===== src/verilog/vsi_pkg.sv =====
/*
  Package for the counting-module interrupt logic: register offsets, field
  positions, reset values and source numbering.
  Assumes a 32-bit register port with byte offsets as printed.
*/
package vsi_pkg;
  localparam int NUM_SOURCES = 8;
  // Register offsets as byte addresses.
  localparam logic [7:0] OFS_INTERRUPT_CONFIGURATION = 8'h08;
  localparam logic [7:0] OFS_INTERRUPT_CONTROL_STATUS = 8'h0C;
  // Power-up values of both registers.
  localparam logic [31:0] RST_INTERRUPT_CONFIGURATION = 32'h00000000;
  localparam logic [7:0] RST_ENABLE = 8'h00;
  // Configuration register fields.
  localparam int CFG_MODE_BIT = 12;
  localparam int CFG_GLOBAL_EN_BIT = 11;
  localparam int CFG_LEVEL_LSB = 8;
  localparam int CFG_LEVEL_W = 3;
  localparam int CFG_VECTOR_LSB = 0;
  localparam int CFG_VECTOR_W = 8;
  localparam int CFG_USED_W = 13;
  // Control/status register fields.
  localparam int CTL_ENABLE_LSB = 0;
  localparam int CTL_DISABLE_LSB = 8;
  localparam int CTL_CLEAR_LSB = 16;
  localparam int CTL_STATUS_LSB = 24;
  localparam int CTL_INTERNAL_BIT = 14;
  localparam int CTL_BUS_REQ_BIT = 15;
  // Source numbering and sensitivity (1 = edge latched).
  localparam int SRC_LOAD_NEXT_EVENT = 0;
  localparam int SRC_THRESHOLD = 1;
  localparam int SRC_ACQ_DONE = 2;
  localparam int SRC_OVERFLOW = 3;
  localparam int SRC_ALMOST_FULL = 4;
  localparam logic [7:0] SRC_EDGE_MASK = 8'h15;
  localparam logic [7:0] SRC_USED_MASK = 8'h1F;
  // Release modes.
  typedef enum logic
  {
    VSI_RELEASE_ON_REGISTER_ACCESS = 1'b0,
    VSI_RELEASE_ON_ACKNOWLEDGE = 1'b1
  } vsi_release_t;
  // Acknowledge cycle state.
  typedef enum logic [1:0]
  {
    VSI_ACK_IDLE = 2'b00,
    VSI_ACK_DRIVE = 2'b01
  } vsi_ack_state_t;
endpackage


===== src/verilog/vsi_source_flag.sv =====
/*
  One interrupt source flag: edge-latched with a clear, or level-following.
  Assumes the condition input is synchronous to clk_sys.
*/
`timescale 1ns/100ps
`default_nettype none
module vsi_source_flag
#(
  parameter bit EDGE = 1'b1
)
(
  input wire logic clk_sys,
  input wire logic sys_rst,
  input wire logic condition,
  input wire logic clear,
  output logic flag
);
  logic cond_last;

  // Previous condition value, kept for edge detection.
  always_ff @(posedge clk_sys or posedge sys_rst)
  begin
    if (sys_rst)
      cond_last <= 1'b0;
    else
      cond_last <= condition;
  end

  // An edge in the same cycle as a clear wins so that no event is lost.
  always_ff @(posedge clk_sys or posedge sys_rst)
  begin
    if (sys_rst)
      flag <= 1'b0;
    else if (!EDGE)
      flag <= condition;
    else if (condition && !cond_last)
      flag <= 1'b1;
    else if (clear)
      flag <= 1'b0;
  end
endmodule // vsi_source_flag
`default_nettype wire


===== src/verilog/vsi_interrupt_logic.sv =====
/*
  Interrupt logic of a counting module: eight sources, per-source enable,
  disable and clear, two release modes, bus level and vector.
  Assumes a simple synchronous register port (one-cycle write/read strobes)
  and a bus interface that pulses ack_done when an acknowledge completes.
*/
`timescale 1ns/100ps
`default_nettype none
module vsi_interrupt_logic
#(
  parameter int THRESHOLD_W = 32
)
(
  input wire logic clk_sys,
  input wire logic sys_rst,
  // Register port.
  input wire logic reg_write,
  input wire logic reg_read,
  input wire logic [7:0] reg_addr,
  input wire logic [31:0] reg_wdata,
  output logic [31:0] reg_rdata,
  // Interrupt conditions from the counting logic.
  input wire logic mcs_mode,
  input wire logic prescale_active,
  input wire logic load_next_event_transfer,
  input wire logic prescaler_rundown,
  input wire logic clock_shadow,
  input wire logic [THRESHOLD_W-1:0] memory_word_count,
  input wire logic [THRESHOLD_W-1:0] threshold_value,
  input wire logic acquisition_complete,
  input wire logic preset_reached,
  input wire logic counter_overflow,
  input wire logic non_clearing_mode,
  input wire logic queue_almost_full,
  input wire logic queue_reset_key,
  // Bus interrupter side.
  input wire logic ack_cycle,
  input wire logic [2:0] ack_level,
  input wire logic ack_done,
  output logic irq_request,
  output logic [2:0] irq_level,
  output logic [7:0] vector_data,
  output logic vector_data_oe_n
);
  import vsi_pkg::*;

  // Elaboration checks. The word count and the threshold are compared as
  // plain unsigned numbers; wider than one register word the threshold
  // could not be loaded from the bus, so such widths are refused.
  if (THRESHOLD_W < 1 || THRESHOLD_W > 32)
  begin : g_bad_threshold_w
    $error("THRESHOLD_W out of range");
  end
  // The control word packs four source fields of eight bits each.
  if (NUM_SOURCES != 8)
  begin : g_bad_sources
    $error("NUM_SOURCES must be 8");
  end
  // The level field must sit below the global enable bit.
  if (CFG_LEVEL_LSB + CFG_LEVEL_W > CFG_GLOBAL_EN_BIT)
  begin : g_bad_level
    $error("level field overlaps the enable bit");
  end
  // The vector goes out on eight data lines.
  if (CFG_VECTOR_W != 8)
  begin : g_bad_vector
    $error("vector field must be 8 bits");
  end

  ////////////////////////////////////////////////////////////////////////////
  // Registers and conditions.

  logic [CFG_USED_W-1:0] configuration;
  logic [NUM_SOURCES-1:0] enable;
  logic [NUM_SOURCES-1:0] condition;
  logic [NUM_SOURCES-1:0] flag;
  logic [NUM_SOURCES-1:0] clear;
  logic [NUM_SOURCES-1:0] status;
  logic internal_flag;
  logic next_request;
  logic write_cfg;
  logic write_ctl;
  logic ack_hit;
  vsi_release_t release_mode;
  vsi_ack_state_t ack_state;

  assign write_cfg = reg_write && (reg_addr == OFS_INTERRUPT_CONFIGURATION);
  assign write_ctl = reg_write && (reg_addr == OFS_INTERRUPT_CONTROL_STATUS);
  assign release_mode = vsi_release_t'(configuration[CFG_MODE_BIT]);

  // Source conditions; the threshold source is off while the threshold is 0.
  // Switching the counting mode re-routes source 0 and source 2; if the
  // newly chosen input is already high this looks like a rising edge, so
  // software should clear those flags after a mode change.
  always_comb
  begin
    condition = '0;
    if (!mcs_mode)
      condition[SRC_LOAD_NEXT_EVENT] = clock_shadow;
    else if (prescale_active)
      condition[SRC_LOAD_NEXT_EVENT] = prescaler_rundown;
    else
      condition[SRC_LOAD_NEXT_EVENT] = load_next_event_transfer;
    condition[SRC_THRESHOLD] = (threshold_value != '0)
      && (memory_word_count >= threshold_value);
    condition[SRC_ACQ_DONE] = mcs_mode ? acquisition_complete : preset_reached;
    condition[SRC_OVERFLOW] = counter_overflow && non_clearing_mode;
    condition[SRC_ALMOST_FULL] = queue_almost_full;
    condition = condition & SRC_USED_MASK;
  end

  ////////////////////////////////////////////////////////////////////////////
  // Source flags.

  // Clear strobes for each flag cell. A clear only matters for the edge
  // cells; the level cells follow their condition and ignore it.
  // write clear or queue key
  always_comb
  begin
    clear = write_ctl ? reg_wdata[CTL_CLEAR_LSB +: NUM_SOURCES] : '0;
    clear[SRC_ALMOST_FULL] = clear[SRC_ALMOST_FULL] || queue_reset_key;
    if (ack_hit && release_mode == VSI_RELEASE_ON_ACKNOWLEDGE)
      clear = clear | status;
  end

  // Reserved sources still get a cell so the read map stays regular; their
  // condition is tied low above, so the cell never sets.
  // one flag cell each
  for (genvar i = 0; i < NUM_SOURCES; i++)
  begin : g_src
    vsi_source_flag #(.EDGE(SRC_EDGE_MASK[i])) u_flag
    (
      .clk_sys(clk_sys),
      .sys_rst(sys_rst),
      .condition(condition[i]),
      .clear(clear[i]),
      .flag(flag[i])
    );
  end

  // The internal flag is shown even with the global enable off, so software
  // can poll the sources without raising a bus request.
  // status and request logic
  assign status = flag & enable;
  assign internal_flag = |status;
  assign next_request = internal_flag && configuration[CFG_GLOBAL_EN_BIT];

  ////////////////////////////////////////////////////////////////////////////
  // Register writes.

  // Only bits 12..0 are stored; the upper bits read back as zero.
  // configuration zero at reset
  always_ff @(posedge clk_sys or posedge sys_rst)
  begin
    if (sys_rst)
      configuration <= RST_INTERRUPT_CONFIGURATION[CFG_USED_W-1:0];
    else if (write_cfg)
      configuration <= reg_wdata[CFG_USED_W-1:0];
  end

  // Enable bits; in acknowledge release mode a serviced source stays off until re-enabled.
  // A disable in the same write as an enable wins, so a set-and-clear
  // write always leaves the source off rather than in an unknown state.
  always_ff @(posedge clk_sys or posedge sys_rst)
  begin
    if (sys_rst)
      enable <= RST_ENABLE;
    else
    begin
      enable <= (enable
        | (write_ctl ? reg_wdata[CTL_ENABLE_LSB +: NUM_SOURCES] : '0))
        & ~(write_ctl ? reg_wdata[CTL_DISABLE_LSB +: NUM_SOURCES] : '0)
        & ~((ack_hit && release_mode == VSI_RELEASE_ON_ACKNOWLEDGE)
          ? status : '0);
    end
  end

  ////////////////////////////////////////////////////////////////////////////
  // Read data, registered on the read strobe.

  // Flags and statuses are those of the read edge; an event in the same
  // cycle shows up on the next read.
  always_ff @(posedge clk_sys or posedge sys_rst)
  begin
    if (sys_rst)
      reg_rdata <= '0;
    else if (reg_read)
    begin
      reg_rdata <= '0;
      if (reg_addr == OFS_INTERRUPT_CONFIGURATION)
        reg_rdata[CFG_USED_W-1:0] <= configuration;
      else if (reg_addr == OFS_INTERRUPT_CONTROL_STATUS)
      begin
        reg_rdata[CTL_ENABLE_LSB +: NUM_SOURCES] <= enable;
        reg_rdata[CTL_CLEAR_LSB +: NUM_SOURCES] <= flag;
        reg_rdata[CTL_STATUS_LSB +: NUM_SOURCES] <= status;
        reg_rdata[CTL_BUS_REQ_BIT] <= irq_request;
        reg_rdata[CTL_INTERNAL_BIT] <= internal_flag;
      end
    end
  end

  ////////////////////////////////////////////////////////////////////////////
  // Bus interrupter.

  // The request follows the internal flag one cycle late; the level is
  // registered too, so a level change reaches the bus one cycle after the
  // configuration write.
  // request gated globally
  always_ff @(posedge clk_sys or posedge sys_rst)
  begin
    if (sys_rst)
    begin
      irq_request <= 1'b0;
      irq_level <= 3'h0;
    end
    else
    begin
      irq_request <= next_request;
      irq_level <= configuration[CFG_LEVEL_LSB +: CFG_LEVEL_W];
    end
  end

  // An acknowledge is ours only while we drive the vector, in VSI_ACK_DRIVE.
  assign ack_hit = ack_done && (ack_state == VSI_ACK_DRIVE);

  // The vector is captured on entry and held while driving, so a
  // configuration write during an acknowledge cannot tear the vector.
  // A master that drops the cycle without a completion releases the lines
  // and leaves enables and flags untouched.
  // vector interrupter cycle
  always_ff @(posedge clk_sys or posedge sys_rst)
  begin
    if (sys_rst)
    begin
      ack_state <= VSI_ACK_IDLE;
      vector_data <= 8'h00;
      vector_data_oe_n <= 1'b1;
    end
    else
    begin
      unique case (ack_state)
        VSI_ACK_IDLE:
        begin
          if (ack_cycle && irq_request && ack_level == irq_level)
          begin
            ack_state <= VSI_ACK_DRIVE;
            vector_data <= configuration[CFG_VECTOR_LSB +: CFG_VECTOR_W];
            vector_data_oe_n <= 1'b0;
          end
        end
        VSI_ACK_DRIVE:
        begin
          if (ack_done || !ack_cycle)
          begin
            ack_state <= VSI_ACK_IDLE;
            vector_data_oe_n <= 1'b1;
          end
        end
        default:
          ack_state <= VSI_ACK_IDLE;
      endcase
    end
  end
endmodule // vsi_interrupt_logic
`default_nettype wire


===== config.mk =====
export PLATFORM = sky130hd
export DESIGN_NAME = vsi_interrupt_logic
export DESIGN_NICKNAME = d
export VERILOG_FILES = /design/src/verilog/vsi_pkg.sv /design/src/verilog/vsi_source_flag.sv /design/src/verilog/vsi_interrupt_logic.sv
export SDC_FILE = /design/constraint.sdc
export NUM_CORES = 1
export LEC_CHECK = 0
export ABC_AREA = 1
export BUFFER_PORTS_ARGS = -buffer_cell sky130_fd_sc_hd__buf_2
export CORE_MARGIN = 4
export CORE_UTILIZATION = 30
export DETAILED_ROUTE_END_ITERATION = 16
export GPL_TIMING_DRIVEN = 1
export SLEW_MARGIN = 20
export SYNTH_ARGS = -nofsm -noshare
export SYNTH_HDL_FRONTEND = slang
export SYNTH_SLANG_ARGS = --single-unit

===== constraint.sdc =====
create_clock -name clk_sys -period 5.29 [get_ports clk_sys]
set_clock_uncertainty 0.05 [all_clocks]
set_input_delay 0.2645 -clock clk_sys [delete_from_list [all_inputs] [get_ports clk_sys]]
set_output_delay 0.2645 -clock clk_sys [all_outputs]
set_load 0.005 [all_outputs]

==> metrics.md <==
| Metric | Value |
|---|---|
| Outcome | `finished clean` |
| Leakage | `roughly 3 nW` |
| Largest net degree at the start of global routing | `69` |
| CP required | `5450 ps` |
| Ant diodes | `0` |
| Placed Area | `around 0.0047 mm²` |
| Critical path type | `in -> reg` |
| Unrepaired setup endpoints after global routing | `no` |
| Leading area contributor after synthesis | `dfrtp_1` |
| Register area | `0.00170 mm²` |
| Inst Count DP | `781` |
| Synth cell types | `38` |
| Initial antenna violation count | `0` |
| Row count | `41` |
| Synth Instances | `470` |
| Final Critical Period | `1640 ps` |
| Top_reg_cell synth | `dfrtp_1` |
| Layout fillers | `between 1000 and 1500` |
| Final critical-path share of the clock period | `31.1%` |
| Nets | `777` |
| Port buffer count | `between 100 and 150` |
| Finished Cell Area | `0.00502 mm²` |
| Area of the mapped netlist | `0.00384 mm²` |
| Reg clk slew, reported paths | `50 ps` |
| Die area | `0.0147 mm²` |
| Synth warn | `0` |
| Hold Violations, Final | `0` |
| Clk root buf | `clkbuf_16` |
| Final worst slack | `3650 ps` |
| Initial core utilization | `30.6%` |
| Post-DP HPWL | `8130 µm` |
| Top cell type's share of synthesized area | `between 40 and 50%` |
| Max Cap Viol | `0` |
| DR vias/cell | `4.48` |
| H-tree depth | `3` |
| First-pass GRT wire length | `16300 µm` |
| WL/cell | `12.7 µm` |
| GR Util met2 | `22.9%` |
| TritonCTS Sinks | `68` |
| HP Class | `in -> reg` |
| Synth area leaders | `dfrtp_1 (44%), nand2_1 (13%), ha_1 (10%)` |
| Critical Path Source Type | `input port` |
| Vias in the first global route | `3486` |
| Worst Max-Slew Pin Slew | `835 ps` |
| VDD IR max | `0.000156 V` |
| Core Region | `0.0126 mm²` |
| Gr busiest metal | `met2` |
| CP arrival | `1800 ps` |
| GPL Wtd Cong | `~0.83` |
| Endpoints failing setup | `0` |
| # IOs | `169` |
| Syn avg cell area | `slightly above 8 µm²` |
| Layout cells sized above 1 | `30.2%` |
| CTS Buffer Depth | `2` |
| Vias | `3572` |
| CTS Buf Count | `9` |
| PD cells | `251 mW/mm²` |
| Clk Latency, worst-skew pair | `approximately 330 ps` |
| Non-filler instance count after layout | `~800` |
| Grt met1 use | `18.4%` |
| Hold Slack | `~76 ps` |
| Worst Setup End Kind | `register` |
| Vert. Die Dim | `121 µm` |
| DRT Pass-1 Iters | `4` |
| Count of pins over their slew limit | `0` |
| Met3 usage | `~2.6%` |
| Total Wirelength | `10100 µm` |
| Area Growth Syn to Fin | `30.5%` |
| Multi-input gate area | `around 0.0018 mm²` |
| # DRC | `0` |
| Grt total ovfl | `0` |
| Synth Register Bits | `roughly 70` |
| Slew HR | `44.3%` |
| Final core area utilization | `between 30% and 40%` |
| Post-layout power | `1.26 mW` |
| Fraction of registers with async set or reset after synthesis | `100%` |
| Post-CTS Resized | `0` |
| Iter 0 DRT Violations | `142` |
| EDFF count, synth | `0` |
| FMAX | `between 0.6 and 0.7 GHz` |
| Dpl ws | `3310 ps` |
| Final ANT Viol Nets | `0` |
| Die Width | `121 µm` |
| TNS Setup | `0 ps` |
| CP Max Fanout | `18` |
| Total Routing Usage GR | `14.0%` |
| CTS tree | `yes` |
| Sequential area share after synthesis | `44.3%` |
-- Yosys cell counts, types with 2 or more instances --
library cell  number
o211ai_2           6
o21ai_0           15
nor2_1            22
inv_1             75
mux2_2             3
a22oi_2            2
a21oi_1           19
nand3_1           31
buf_2              2
o21a_1             3
ha_1              32
o21ai_1            9
inv_2              3
clkbuf_1           4
o31ai_1            2
buf_6              2
a21o_1             3
nand2_1          134
nand4_1            6
nor4_1             4
nand2_2            3
buf_4              7
dfrtp_1           67
o22ai_1            2
-- final timing paths --
check | slack, ps | cells after the start | startpoint | to
min | 80 | 2 | reg_wdata[14] | enable[6]
min in group asynchronous | 120 | 3 | sys_rst | irq_level[0]
min reg2reg | 360 | 0 | configuration[9] | irq_level[1]
max reg2reg | 3810 | 7 | irq_level[1] | vector_data[6]
max | 3650 | 6 | reg_addr[2] | configuration[5]
max in group asynchronous | 4510 | 3 | sys_rst | vector_data[6]
-- worst max-delay path: stages --
cell	delay (ps)
buf_2	100
inv_1	100
nand4_1	160
nor2_4	420
nand2_2	360
mux2_1	400
-- layer usage --
metal | wire length (µm) | part of all wire [%]
met5 | 0 | 0
met4 | 206 | 2.0
met3 | 772 | 7.6
met2 | 4770 | 47
met1 | 4360 | 43
-- layout make-up --
type,count,share of cell area (%)
flip-flops and latches,68,33.9
well taps,172,4.29
clock buffers,10,4.76
clock inverters,6,0.798
inverters,79,5.94
repair buffers,150,15.1
multi-input cells,313,35.1
-- cells in the final DEF, fill, tap and decap left out, types with 2 or more instances in the layout --
| cell type | netlist | layout |
|---|---|---|
| buf_2 | 2 | 148 |
| inv_2 | 3 | 4 |
| clkbuf_16 | 0 | 9 |
| dfrtp_1 | 67 | 67 |
| inv_1 | 75 | 74 |
| o31ai_1 | 2 | 2 |
| a22oi_2 | 2 | 2 |
| conb_1 | 1 | 7 |
| o211ai_2 | 6 | 6 |
| a21oi_1 | 19 | 19 |
| a21o_1 | 3 | 3 |
| nor2_1 | 22 | 22 |
| nand3_1 | 31 | 31 |
| nand2_2 | 3 | 3 |
| o22ai_1 | 2 | 2 |
| o21ai_1 | 9 | 9 |
| clkinv_2 | 1 | 3 |
| ha_1 | 32 | 32 |
| clkinvlp_4 | 0 | 4 |
| nand2_1 | 134 | 134 |
| o21a_1 | 3 | 3 |
| o21ai_0 | 15 | 15 |
| nand4_1 | 6 | 6 |
| nor4_1 | 4 | 4 |
| mux2_2 | 3 | 3 |
-- what timing repair did --
item	CTS	global route
hold endpoints to repair	1	0
setup buffers	0	0
hold buffers	1	0
-- cell families (layout without fill, tap and decap cells) --
family / after synthesis / in the layout / share of synthesized area [%]
DFF: 68 / 68 / 44.3
buffers and inverters: 95 / 245 / 10.4
other: 1 / 7 / 0.0975
xor gates and xnor gates: 2 / 2 / 0.456
adders and majority gates: 32 / 32 / 10.4
muxes: 4 / 4 / 1.17
AOI/OAI and AO/OA: 63 / 63 / 10.5
and+or+nand+nor: 205 / 205 / 22.6
-- state kept, by name (all words and copies together), names as in the netlist --
name / count
reg_rdata: 25
configuration: 13
enable: 8
vector_data: 8
g_src.u_flag.flag: 5
g_src.u_flag.cond_last: 3
irq_level: 3
ack_state: 1
irq_request: 1
vector_data_oe_n: 1
-- where the power goes --
| group | total (mW) | leakage, nW | switching, mW | internal (mW) |
|---|---|---|---|---|
| sequential | 0.551 | 0.882 | 0.0116 | 0.540 |
| combinational | 0.161 | 1.96 | 0.0901 | 0.0710 |
| clock | 0.547 | 0.127 | 0.220 | 0.328 |
No activity file was read; power rests on OpenSTA's default activity.
